$ cat src/rtl/esp_pkg.sv
package esp_pkg;

  // Register byte addresses.
  localparam logic [7:0] ESP_ADDR_CTRL = 8'h00;
  localparam logic [7:0] ESP_ADDR_DATA = 8'h04;
  localparam logic [7:0] ESP_ADDR_SADDR = 8'h08;
  localparam logic [7:0] ESP_ADDR_SADEN = 8'h0C;
  localparam logic [7:0] ESP_ADDR_STAT = 8'h10;
  localparam logic [7:0] ESP_ADDR_MASK = 8'h14;
  localparam logic [7:0] ESP_ADDR_BAUD = 8'h18;

  // Control register field positions.
  localparam int ESP_CTRL_RI = 0;
  localparam int ESP_CTRL_TI = 1;
  localparam int ESP_CTRL_RB8 = 2;
  localparam int ESP_CTRL_TB8 = 3;
  localparam int ESP_CTRL_REN = 4;
  localparam int ESP_CTRL_MCE = 5;
  localparam int ESP_CTRL_M0 = 6;
  localparam int ESP_CTRL_M1 = 7;
  localparam int ESP_CTRL_OVR = 8;
  localparam int ESP_CTRL_SMOD = 9;

  // Status and mask bit positions.
  localparam int ESP_ST_RX = 0;
  localparam int ESP_ST_TX = 1;
  localparam int ESP_ST_OVR = 2;

  // Reset values.
  localparam logic [9:0] ESP_CTRL_RST = 10'h000;
  localparam logic [15:0] ESP_BAUD_RST = 16'h0001;

  // Baud dividers in system clocks.
  localparam logic [7:0] ESP_DIV_M0 = 8'h0C;
  localparam logic [7:0] ESP_DIV_M2_SLOW = 8'h40;
  localparam logic [7:0] ESP_DIV_M2_FAST = 8'h20;
  localparam logic [3:0] ESP_OVS = 4'h F;

  // Modes.
  localparam logic [1:0] ESP_MODE_SYNC = 2'h0;
  localparam logic [1:0] ESP_MODE_8B = 2'h1;
  localparam logic [1:0] ESP_MODE_9F = 2'h2;
  localparam logic [1:0] ESP_MODE_9V = 2'h3;

endpackage

$ cat src/rtl/esp_baud.sv
`timescale 1ns/1ps
`default_nettype none
module esp_baud
  import esp_pkg::*;
(
  // Clock and reset.
  input wire logic pclk,
  input wire logic presetn,
  // Configuration.
  input wire logic [1:0] mode,
  input wire logic smod,
  input wire logic [15:0] reload,
  // Ticks.
  output logic bit_tick,
  output logic overflow_tick
);

  typedef struct packed {
    logic [15:0] tmr;
    logic [7:0] cnt;
  } esp_baud_state_t;

  esp_baud_state_t s_q;
  esp_baud_state_t s_d;
  logic [7:0] div;

  always_comb begin
    s_d = s_q;
    // Two ticks per shift clock period, sixteen ticks per async bit time.
    if (mode == ESP_MODE_SYNC) begin
      div = ESP_DIV_M0 >> 1;
    end else if (smod) begin
      div = ESP_DIV_M2_FAST >> 4;
    end else begin
      div = ESP_DIV_M2_SLOW >> 4;
    end
    overflow_tick = (s_q.tmr == 16'h0000);
    s_d.tmr = overflow_tick ? reload : s_q.tmr - 16'h0001;
    bit_tick = (s_q.cnt == 8'h00);
    s_d.cnt = bit_tick ? div - 8'h01 : s_q.cnt - 8'h01;
  end

  always_ff @(posedge pclk or negedge presetn) begin
    if (!presetn) begin
      s_q <= '0;
    end else begin
      s_q <= s_d;
    end
  end

endmodule
`default_nettype wire

$ cat src/rtl/esp_sync.sv
`timescale 1ns/1ps
`default_nettype none
module esp_sync (
  // Clock and reset.
  input wire logic pclk,
  input wire logic presetn,
  // Level.
  input wire logic din,
  output logic dout
);

  typedef struct packed {
    logic [1:0] ff;
  } esp_sync_state_t;

  esp_sync_state_t s_q;
  esp_sync_state_t s_d;

  always_comb begin
    s_d.ff = {s_q.ff[0], din};
    dout = s_q.ff[1];
  end

  always_ff @(posedge pclk or negedge presetn) begin
    if (!presetn) begin
      s_q <= 2'h3;
    end else begin
      s_q <= s_d;
    end
  end

endmodule
`default_nettype wire

$ cat src/rtl/esp_top.sv
// Functional notes
// - Async full-duplex, sync half-duplex, multiprocessor support.
// - Received bytes land in holding register.
// - Overrun when new byte arrives with rx-done clear while an unread byte is held; the new byte is dropped.
// - One data address: read rx, write tx.
// - Tx-done bit 1, rx-done bit 0.
// - Flags stay set until software clears.
// - Three interrupt sources, pollable.
// - Four modes with their baud clocks.
// - Sync mode: tx pin clocks, rx data.
// - Mode 1 loads only if checks pass.
// - Ninth bit marks address; masked compare.
`timescale 1ns/1ps
`default_nettype none
module esp_top
  import esp_pkg::*;
(
  // APB clock and reset.
  input wire logic pclk,
  input wire logic presetn,
  // APB slave.
  input wire logic psel,
  input wire logic penable,
  input wire logic pwrite,
  input wire logic [7:0] paddr,
  input wire logic [31:0] pwdata,
  output logic [31:0] prdata,
  output logic pready,
  output logic pslverr,
  // Serial pins.
  input wire logic serial_in_pin,
  output logic serial_in_pin_o,
  output logic serial_in_pin_oe,
  output logic serial_out_pin,
  // Interrupt.
  output logic irq
);

  typedef enum logic [3:0] {
    TX_IDLE = 4'b0001,
    TX_SYNC = 4'b0010,
    TX_ASYNC = 4'b0100,
    TX_STOP = 4'b1000
  } esp_tx_t;

  typedef enum logic [2:0] {
    RX_IDLE = 3'b001,
    RX_SYNC = 3'b010,
    RX_ASYNC = 3'b100
  } esp_rx_t;

  typedef struct packed {
    logic [9:0] ctrl;
    logic [7:0] saddr;
    logic [7:0] saden;
    logic [2:0] stat;
    logic [2:0] mask;
    logic [15:0] baud;
    logic [7:0] rx_buf;
    logic rx_unread;
    esp_tx_t tx_st;
    logic [10:0] tx_sh;
    logic [3:0] tx_cnt;
    logic [3:0] tx_ovs;
    logic tx_pin;
    logic sclk;
    logic ph;
    esp_rx_t rx_st;
    logic [10:0] rx_sh;
    logic [3:0] rx_cnt;
    logic [3:0] rx_ovs;
    logic rx_oe;
    logic [31:0] rdata;
  } esp_state_t;

  esp_state_t s_q;
  esp_state_t s_d;
  logic rx_in;
  logic bit_tick;
  logic ovf_tick;
  logic tick;
  logic [1:0] mode;
  logic nine;
  logic acc;
  logic wr;
  logic rd;
  logic rx_done;
  logic tx_done;
  logic ovr_ev;
  logic [7:0] rx_byte;
  logic rx_b8;
  logic accept;

  function automatic logic hit(input logic [7:0] a, input logic [7:0] r);
    hit = acc && (paddr == a) && (pwrite == r);
  endfunction

  esp_sync u_sync (
    .pclk(pclk),
    .presetn(presetn),
    .din(serial_in_pin),
    .dout(rx_in)
  );

  esp_baud u_baud (
    .pclk(pclk),
    .presetn(presetn),
    .mode(mode),
    .smod(s_q.ctrl[ESP_CTRL_SMOD]),
    .reload(s_q.baud),
    .bit_tick(bit_tick),
    .overflow_tick(ovf_tick)
  );

  always_comb begin
    s_d = s_q;
    mode = {s_q.ctrl[ESP_CTRL_M1], s_q.ctrl[ESP_CTRL_M0]};
    nine = mode[1];
    acc = psel && penable;
    wr = hit(ESP_ADDR_DATA, 1'b1);
    rd = hit(ESP_ADDR_DATA, 1'b0);
    tick = (mode == ESP_MODE_8B || mode == ESP_MODE_9V) ? ovf_tick : bit_tick;
    rx_done = 1'b0;
    tx_done = 1'b0;
    ovr_ev = 1'b0;
    rx_byte = s_q.rx_sh[7:0];
    rx_b8 = s_q.rx_sh[8];
    accept = 1'b0;
    // sync shift clock toggles on baud ticks.
    if (bit_tick) begin
      s_d.ph = ~s_q.ph;
    end
    unique case (s_q.tx_st)
      TX_IDLE: begin
        s_d.tx_pin = 1'b1;
        s_d.sclk = 1'b1;
        if (wr) begin
          s_d.tx_cnt = 4'h0;
          s_d.tx_ovs = 4'h0;
          if (mode == ESP_MODE_SYNC) begin
            s_d.tx_sh = {3'h0, pwdata[7:0]};
            s_d.tx_st = TX_SYNC;
          end else begin
            s_d.tx_sh = {1'b1, s_q.ctrl[ESP_CTRL_TB8], pwdata[7:0], 1'b0};
            s_d.tx_st = TX_ASYNC;
          end
        end
      end
      TX_SYNC: begin
        // tx pin drives clock, rx pin drives data LSB first.
        if (bit_tick) begin
          s_d.sclk = s_q.ph;
          // Shift only on a visible rising edge of the shift clock.
          if (s_q.ph && !s_q.sclk) begin
            s_d.tx_sh = {1'b0, s_q.tx_sh[10:1]};
            s_d.tx_cnt = s_q.tx_cnt + 4'h1;
            if (s_q.tx_cnt == 4'h7) begin
              tx_done = 1'b1;
              s_d.tx_st = TX_IDLE;
            end
          end
        end
      end
      TX_ASYNC: begin
        if (tick) begin
          s_d.tx_ovs = s_q.tx_ovs + 4'h1;
          s_d.tx_pin = s_q.tx_sh[0];
          if (s_q.tx_ovs == ESP_OVS) begin
            s_d.tx_sh = {1'b1, s_q.tx_sh[10:1]};
            s_d.tx_cnt = s_q.tx_cnt + 4'h1;
            if (s_q.tx_cnt == (nine ? 4'h9 : 4'h8)) begin
              // done at start of stop bit.
              tx_done = 1'b1;
              s_d.tx_pin = 1'b1;
              s_d.tx_st = TX_STOP;
            end
          end
        end
      end
      TX_STOP: begin
        if (tick) begin
          s_d.tx_ovs = s_q.tx_ovs + 4'h1;
          if (s_q.tx_ovs == ESP_OVS) begin
            s_d.tx_st = TX_IDLE;
          end
        end
      end
      default: s_d.tx_st = TX_IDLE;
    endcase
    unique case (s_q.rx_st)
      RX_IDLE: begin
        s_d.rx_oe = 1'b0;
        s_d.rx_cnt = 4'h0;
        s_d.rx_ovs = 4'h0;
        if (s_q.ctrl[ESP_CTRL_REN]) begin
          if (mode == ESP_MODE_SYNC) begin
            if (!s_q.ctrl[ESP_CTRL_RI] && s_q.tx_st == TX_IDLE) begin
              s_d.rx_st = RX_SYNC;
            end
          end else if (!rx_in) begin
            s_d.rx_st = RX_ASYNC;
          end
        end
      end
      RX_SYNC: begin
        if (bit_tick) begin
          s_d.sclk = s_q.ph;
          if (s_q.ph && !s_q.sclk) begin
            s_d.rx_sh = {3'h0, rx_in, s_q.rx_sh[7:1]};
            s_d.rx_cnt = s_q.rx_cnt + 4'h1;
            if (s_q.rx_cnt == 4'h7) begin
              rx_byte = {rx_in, s_q.rx_sh[7:1]};
              rx_b8 = s_q.ctrl[ESP_CTRL_RB8];
              accept = 1'b1;
              s_d.sclk = 1'b1;
              s_d.rx_st = RX_IDLE;
            end
          end
        end
      end
      RX_ASYNC: begin
        if (tick) begin
          s_d.rx_ovs = s_q.rx_ovs + 4'h1;
          if (s_q.rx_ovs == 4'h7) begin
            if (s_q.rx_cnt == 4'h0 && rx_in) begin
              s_d.rx_st = RX_IDLE;
            end
            s_d.rx_sh = {rx_in, s_q.rx_sh[10:1]};
            s_d.rx_cnt = s_q.rx_cnt + 4'h1;
            if (s_q.rx_cnt == (nine ? 4'hA : 4'h9)) begin
              s_d.rx_st = RX_IDLE;
              rx_byte = nine ? s_q.rx_sh[10:3] : s_q.rx_sh[10:3];
              if (nine) begin
                rx_byte = s_q.rx_sh[9:2];
                rx_b8 = s_q.rx_sh[10];
              end else begin
                rx_byte = s_q.rx_sh[10:3];
                rx_b8 = rx_in;
              end
              if (!s_q.ctrl[ESP_CTRL_RI]) begin
                if (!nine) begin
                  accept = !s_q.ctrl[ESP_CTRL_MCE] || rx_in;
                end else begin
                  accept = !s_q.ctrl[ESP_CTRL_MCE] || (rx_b8 &&
                    (((rx_byte ^ s_q.saddr) & s_q.saden) == 8'h00));
                end
              end
            end
          end
        end
      end
      default: s_d.rx_st = RX_IDLE;
    endcase
    // Data moves one clock after the rising shift edge, so the far side samples it settled.
    s_d.rx_oe = (s_q.rx_st == RX_IDLE) ? (s_q.tx_st == TX_SYNC && !s_q.tx_sh[0]) :
      1'b0;
    // A read clears the unread mark; a new byte in the same cycle still sees the old mark, so it counts as overrun and is dropped.
    if (rd) begin
      s_d.rx_unread = 1'b0;
    end
    if (accept) begin
      rx_done = 1'b1;
      if (s_q.rx_unread) begin
        ovr_ev = 1'b1;
      end
      if (!(s_q.ctrl[ESP_CTRL_OVR] || s_q.rx_unread)) begin
        s_d.rx_buf = rx_byte;
        s_d.rx_unread = 1'b1;
      end
      s_d.ctrl[ESP_CTRL_RB8] = rx_b8;
    end
    // Register writes; hardware sets win over clears.
    if (hit(ESP_ADDR_CTRL, 1'b1)) begin
      s_d.ctrl = pwdata[9:0];
      if (accept) begin
        s_d.ctrl[ESP_CTRL_RB8] = rx_b8;
      end
    end
    if (hit(ESP_ADDR_SADDR, 1'b1)) s_d.saddr = pwdata[7:0];
    if (hit(ESP_ADDR_SADEN, 1'b1)) s_d.saden = pwdata[7:0];
    if (hit(ESP_ADDR_MASK, 1'b1)) s_d.mask = pwdata[2:0];
    if (hit(ESP_ADDR_BAUD, 1'b1)) s_d.baud = pwdata[15:0];
    if (hit(ESP_ADDR_STAT, 1'b1)) s_d.stat = s_q.stat & ~pwdata[2:0];
    if (tx_done) s_d.ctrl[ESP_CTRL_TI] = 1'b1;
    if (rx_done) s_d.ctrl[ESP_CTRL_RI] = 1'b1;
    if (ovr_ev) s_d.ctrl[ESP_CTRL_OVR] = 1'b1;
    s_d.stat = s_d.stat | {ovr_ev, tx_done, rx_done};
    s_d.rdata = 32'h0000_0000;
    if (psel && !penable && !pwrite) begin
      unique case (paddr)
        ESP_ADDR_CTRL: s_d.rdata = {22'h00_0000, s_q.ctrl};
        ESP_ADDR_DATA: s_d.rdata = {24'h00_0000, s_q.rx_buf};
        ESP_ADDR_SADDR: s_d.rdata = {24'h00_0000, s_q.saddr};
        ESP_ADDR_SADEN: s_d.rdata = {24'h00_0000, s_q.saden};
        ESP_ADDR_STAT: s_d.rdata = {29'h0000_0000, s_q.stat};
        ESP_ADDR_MASK: s_d.rdata = {29'h0000_0000, s_q.mask};
        ESP_ADDR_BAUD: s_d.rdata = {16'h0000, s_q.baud};
        default: s_d.rdata = 32'h0000_0000;
      endcase
    end else begin
      s_d.rdata = s_q.rdata;
    end
    prdata = s_q.rdata;
    pready = 1'b1;
    pslverr = acc && !(paddr inside {ESP_ADDR_CTRL, ESP_ADDR_DATA, ESP_ADDR_SADDR,
      ESP_ADDR_SADEN, ESP_ADDR_STAT, ESP_ADDR_MASK, ESP_ADDR_BAUD});
    serial_in_pin_o = 1'b0;
    serial_in_pin_oe = s_q.rx_oe;
    serial_out_pin = (s_q.tx_st == TX_SYNC || s_q.rx_st == RX_SYNC) ? s_q.sclk :
      s_q.tx_pin;
    irq = |(s_q.stat & s_q.mask);
  end

  always_ff @(posedge pclk or negedge presetn) begin
    if (!presetn) begin
      s_q <= '0;
      s_q.ctrl <= ESP_CTRL_RST;
      s_q.baud <= ESP_BAUD_RST;
      s_q.tx_st <= TX_IDLE;
      s_q.rx_st <= RX_IDLE;
      s_q.tx_pin <= 1'b1;
      s_q.sclk <= 1'b1;
    end else begin
      s_q <= s_d;
    end
  end

endmodule
`default_nettype wire

$ cat config.mk
export PLATFORM = sky130hd
export DESIGN_NAME = esp_top
export DESIGN_NICKNAME = d
export VERILOG_FILES = /design/src/rtl/esp_pkg.sv /design/src/rtl/esp_baud.sv /design/src/rtl/esp_sync.sv /design/src/rtl/esp_top.sv
export SDC_FILE = /design/constraint.sdc
export NUM_CORES = 1
export LEC_CHECK = 0
export BUFFER_PORTS_ARGS = -buffer_cell sky130_fd_sc_hd__buf_2
export CAP_MARGIN = 10
export CELL_PAD_IN_SITES_DETAIL_PLACEMENT = 0
export CELL_PAD_IN_SITES_GLOBAL_PLACEMENT = 1
export CORE_MARGIN = 2
export CORE_UTILIZATION = 50
export CTS_CLUSTER_DIAMETER = 40
export DETAILED_ROUTE_END_ITERATION = 8
export PLACE_DENSITY = 0.92
export SLEW_MARGIN = 10
export SYNTH_ARGS = -nofsm -noshare
export SYNTH_HDL_FRONTEND = slang
export SYNTH_SLANG_ARGS = --single-unit
$ cat constraint.sdc
create_clock -name pclk -period 4.3 [get_ports pclk]
set_input_delay 0.645 -clock pclk [delete_from_list [all_inputs] [get_ports pclk]]
set_output_delay 0.645 -clock pclk [all_outputs]
set_load 0.005 [all_outputs]
After elaboration in Yosys (flattened, before gate mapping)
Index checks and enable logic that the tools add are counted.
{"block": "totals", "latch_bits": 0, "reg_bits": 164, "ramBits": 0, "memories": 0, "word_cells": 247, "romBits": 0}
{"block": "classes", "bitwise_logic": 9, "mux": 101, "div_mod_pow": 0, "shift": 0, "multipliers": 0, "n_reduce_logical": 63, "order_cmp": 0, "eq_ne": 39, "add_sub_neg": 7}
{"op": "$pmux 16 s7", "n": 1}
{"op": "$mux 8", "n": 12}
{"op": "$mux 19", "n": 3}
{"op": "$mux 18", "n": 3}
{"op": "$mux 1", "n": 47}
{"op": "$pmux 15 s3", "n": 1}
{"op": "$mux 3", "n": 10}
{"op": "$ne 2x2->1 const B", "n": 15}
{"op": "$eq 8x5->1 const B", "n": 3}
{"op": "$logic_and 1x1->1", "n": 24}
{"op": "$logic_not 8->1", "n": 3}
{"op": "$mux 24", "n": 1}
{"op": "$pmux 4 s3", "n": 2}
{"op": "$mux 23", "n": 1}
{"op": "$mux 22", "n": 1}
{"op": "$pmux 11 s2", "n": 1}
{"op": "$mux 4", "n": 5}
{"op": "$reduce_and 9->1", "n": 2}
{"op": "$add 4x1->4 const B", "n": 4}
{"op": "$eq 4x3->1 const B", "n": 4}
{"op": "$eq 8x4->1 const B", "n": 2}
{"op": "$logic_not 16->1", "n": 1}
{"op": "$mux 16", "n": 1}
{"op": "$pmux 4 s4", "n": 1}
{"op": "39 further kinds", "n": 71}

Longest topological paths before layout
{"block": "depth", "word_depth": 20, "mapped_depth": 10, "mapped_depth_nobuf": 8}

Hierarchy
A second synthesis with hierarchy kept.
{"block": "unflattened", "hier_cells": 806, "area_unflattened_um2": 7818.7}
{"mod": "esp_top", "instances": 1, "cells_each": 670, "area_per_inst_um2": 6481.2}
{"mod": "esp_baud", "instances": 1, "cells_each": 134, "area_per_inst_um2": 1285.0}
{"mod": "esp_sync", "instances": 1, "cells_each": 2, "area_per_inst_um2": 52.6}

Worst setup path before layout
OpenSTA, ideal clock, no wires.
{"block": "synth_path", "path_kind": "reg2reg", "from": "register u_baud.s_q[8] (netlist bit)", "to": "register s_q[82] (netlist bit)", "path_stages_with_launch": 10, "n_path_buf": 1, "t_arrival_ns": 2.396, "period_less_slack_ns": 2.521, "slack_ns": 1.779, "path_cell_list": "dfrtp_1 > inv_1 > ha_1 > nor4b_1 > nand4_1 > a21o_1 > buf_2 > o32a_1 > o21ai_4 > mux2_2"}
{"block": "synth_via", "elab_chain_len": 5}
{"element": "start: declaration", "line_no": "esp_baud.sv:23", "source": "esp_baud_state_t s_q;"}
{"element": "start signal: assignment", "line_no": "esp_baud.sv:45", "source": "s_q <= '0;"}
{"element": "start signal: assignment", "line_no": "esp_baud.sv:47", "source": "s_q <= s_d;"}
{"element": "$logic_not 16->1 *", "line_no": "esp_baud.sv:37", "source": "overflow_tick = (s_q.tmr == 16'h0000);"}
{"element": "$mux 1 *", "line_no": "esp_top.sv:122", "source": "tick = (mode == ESP_MODE_8B || mode == ESP_MODE_9V) ? ovf_tick : bit_tick;"}
{"element": "$mux 1", "line_no": "esp_top.sv:222", "source": "if (tick) begin"}
{"element": "$pmux 1 s2", "line_no": "esp_top.sv:190", "source": "unique case (s_q.rx_st)"}
{"element": "$reduce_and 2->1 (no line)"}
{"element": "end: declaration", "line_no": "esp_top.sv:76", "source": "esp_state_t s_q;"}
Every way passes the cells marked *; elsewhere a longest branch is shown, timed or not.
A chain may end at the register's enable or synchronous reset.

Final worst setup path
{"block": "layout_path", "from": "register u_baud.s_q[8] (netlist bit)", "to": "register s_q[83] (netlist bit)"}
Same word-level chain as after synthesis.

==> flow_metrics.py <==
metrics = {
    "sta": {
        "period_share_pct": 76.9,
        "finalCriticalPeriod_ps": 3310,
        "hold_viol_final": 0,
        "max_clock_freq_mhz": 303,
        "setup_viol": 0,
        "rsz0062_at_grt": "false",
        "tightest_slew_ps": 1080,
        "setup-tns-final_ps": 0,
        "maxSlewHeadroom_pct": 28.0,
        "fin_worst_skew_ps": 9.20,
        "drv_slew": 0,
    },
    "routing": {
        "first_pass_iters": 5,
        "routed_wl_um": 18500,
        "drt-vias-per-instance": 5.96,
        "num_vias": 6038,
        "wl_per_cell_um": 18.2,
        "drtIter0Drc": 495,
        "ant_nets": 0,
        "drc_errors": 0,
    },
    "final_layout": {
        "syn_to_final_growth_pct": 11.1,
        "stdcell_count": 1013,
        "antennaDiodeCount": 0,
        "drive_gt1_share_pct": 20.1,
        "finalNetCount": 866,
    },
    "global_routing": {
        "grt_pass1_wl_um": 30300,
        "grt_max_degree": 84,
        "overflow": 0,
        "antenna_found_initial": 0,
        "grt_pass1_vias": 5837,
        "gr-usage-all-layers_pct": 23.6,
    },
    "pwr": {
        "combPwrFrac_pct": 17.1,
        "power_density_mw_per_mm2": 467,
        "pwr-share-clk_pct": 37.8,
        "power_frac_seq_pct": 45.1,
        "p_total_mw": 4.01,
        "switching_share_pct": 29.9,
        "cellLeakagePower_nw": 3.96,
        "internal_power_mw": 2.81,
        "switchingPower_mw": 1.20,
        "vdd_drop_max_v": 0.000303,
    },
    "setup_path": {
        "cp_max_fo": 20,
        "arrival_ps": 3620,
        "worstSetupEndpointType": "register",
        "cp.required_ps": 4610,
        "crit_path_start_kind": "register",
        "slowest_stage": "a21o_1",
        "path_cells": "inv_1 > ha_1 > nor4b_1 > nand4_1 > a21o_1 > nand2b_1 > o21ai_4 > mux2_2",
        "path_buf_inv": 1,
        "cp_top_family": "simple AND/OR/NAND/NOR gates",
        "worstSetupPathType": "reg2reg",
        "cp_slowest_stage_delay_ps": 520,
    },
    "die": {
        "coreArea_mm2": 0.0151,
        "die_w_um": 128,
        "dieArea_mm2": 0.0164,
        "die_h_um": 128,
        "ioPinCount": 84,
        "initial_core_util_pct": 51.0,
        "fp-row-count": 45,
    },
    "min_path": {
        "worstHoldPathType": "in2async",
    },
    "flow_run": {
        "maxCapViolations": 0,
    },
    "clocking": {
        "cts.path.max_buffers": 2,
        "cts_buffers": 17,
        "h-tree-depth": 4,
        "cts_resized": 0,
        "cts_tree": "done",
        "clkLatencyLatePin_ps": 430,
        "clock_sink_count": 148,
        "root_buffer": "clkbuf_16",
        "cts_hold_buffers": 0,
        "clk_pin_slew_ps": 60,
        "cts_setup_buffers": 0,
    },
    "logic_synthesis": {
        "synth_cell_types": 65,
        "avgSynthCellArea_um2": 9.87,
        "synthFlopType": "dfrtp_1",
        "synth_seq_cells": 148,
        "syn_inst": 782,
        "ys_top_cells_by_area": "dfrtp_1 (46%), mux2_2 (7.9%), nand2_1 (5.4%)",
        "yosysSeqAreaShare_pct": 48.1,
        "netlist.area_leader.share_pct": 45.7,
        "yosys_warnings": 0,
        "netlist_area_mm2": 0.00772,
        "async_flop_share_pct": 100,
        "synth_top_area_cell": "dfrtp_1",
        "synth-edff-count": 0,
    },
    "place": {
        "place.gp.congestion": 0.884,
        "dp.final_hpwl_um": 12900,
        "dpl.cell_count": 981,
        "io_buffers": 49,
    },
    "run_status": {
        "status": "finished, final reports clean",
    },
}
## final cells by class
type                            count  area [um2]
Inverter                           14        52.6
Clock inverter                     12         156
Tap cell                          188         235
Sequential cell                   148        3710
Clock buffer                       20         447
Multi-Input combinational cell    573        3660
Fill cell                        1317        6570
Timing Repair Buffer               58         319
## per-layer routing
layer  track usage (%)  up-vias  wire, um
met2              36.8      203      8620
met3              5.72       34      1140
met1              32.4     2951      8300
met5                 0        -         0
li1                  -     2850         -
met4              8.14        0       425
## worst paths after layout
check	startpoint	endpoint	slack (ps)	cells past startpoint
setup / recovery	u_baud.s_q[8]	s_q[83]	990	8
hold / removal	presetn	serial_in_pin_oe	270	1
min in group pclk	serial_in_pin	u_sync.s_q[0]	310	1
max in group asynchronous	presetn	s_q[90]	3080	2
setup reg to reg	u_baud.s_q[8]	s_q[83]	990	8
hold reg to reg	u_sync.s_q[0]	u_sync.s_q[1]	360	0
## state kept, by name (all words and copies together) (netlist names)
name,count
mode,2
prdata,16
s_q,103
serial_in_pin_oe,1
u_baud.s_q,24
u_sync.s_q,2
## placed cells by master, fill, tap and decap left out, types with 6 or more instances in the layout
master,netlist,layout
nand2b_1,6,6
mux2_2,54,54
xor2_1,10,10
buf_4,34,9
dfstp_2,7,7
o211ai_1,10,10
a22o_1,6,6
dfrtp_1,141,141
a222oi_1,9,9
a22oi_1,8,8
nor3_1,14,14
o21ai_0,37,37
nand4_1,6,6
conb_1,2,18
inv_1,14,14
buf_2,5,48
xnor2_1,16,16
nand3_1,27,27
mux2i_1,13,13
nand2_1,112,112
or3_1,10,10
a221oi_1,7,7
a21oi_1,45,45
nor4_1,7,6
a21o_1,7,7
nor2_1,61,61
ha_1,8,8
clkbuf_16,0,17
a31oi_1,15,15
## Yosys cell counts (5+ instances only)
cell type	number
dfrtp_1	141
nand2_1	112
nor2_1	61
mux2_2	54
a21oi_1	45
o21ai_0	37
buf_4	34
nand3_1	27
clkbuf_1	24
xnor2_1	16
a31oi_1	15
inv_1	14
nor3_1	14
mux2i_1	13
o211ai_1	10
or3_1	10
xor2_1	10
a222oi_1	9
a22oi_1	8
ha_1	8
a21o_1	7
a221oi_1	7
dfstp_2	7
nor4_1	7
a22o_1	6
nand2b_1	6
nand4_1	6
nor3b_1	6
and3_1	5
buf_2	5
nor2b_1	5
## metrics by stage
| step | setup WS (ps) | instance area, um2 | hold slack [ps] | util (%) |
|---|---|---|---|---|
| after floorplan | 1780 | 7780 | 345 | - |
| after global placement | 1080 | 7980 | 347 | 52.7 |
| after detailed placement | 1050 | 7980 | 349 | 52.7 |
| after CTS | 1020 | 8580 | 294 | 56.6 |
| after global routing | 727 | 8580 | 299 | 56.6 |
| final | 995 | 8580 | 269 | 56.6 |
## power groups by stage
| stage | sequential (mW) | combinational, mW | clock [mW] |
|---|---|---|---|
| global route | 1.84 | 0.784 | 1.61 |
| global placement | 1.82 | 0.668 | 0 |
| CTS | 1.81 | 0.689 | 1.54 |
| floorplan | 1.78 | 0.534 | 0 |
| finish | 1.81 | 0.685 | 1.52 |
| detailed placement | 1.83 | 0.685 | 0 |
## cells by family after synthesis
| group | Yosys count | synth area share, % |
|---|---|---|
| compound gates | 169 | 14.5 |
| xor+xnor | 26 | 2.95 |
| fa+ha+maj | 8 | 1.30 |
| buf+inv | 77 | 5.48 |
| flops | 148 | 48.1 |
| mux | 67 | 9.56 |
| other cells | 2 | 0.0973 |
| simple gates | 285 | 18.0 |
Power figures use the tool's default switching activity.
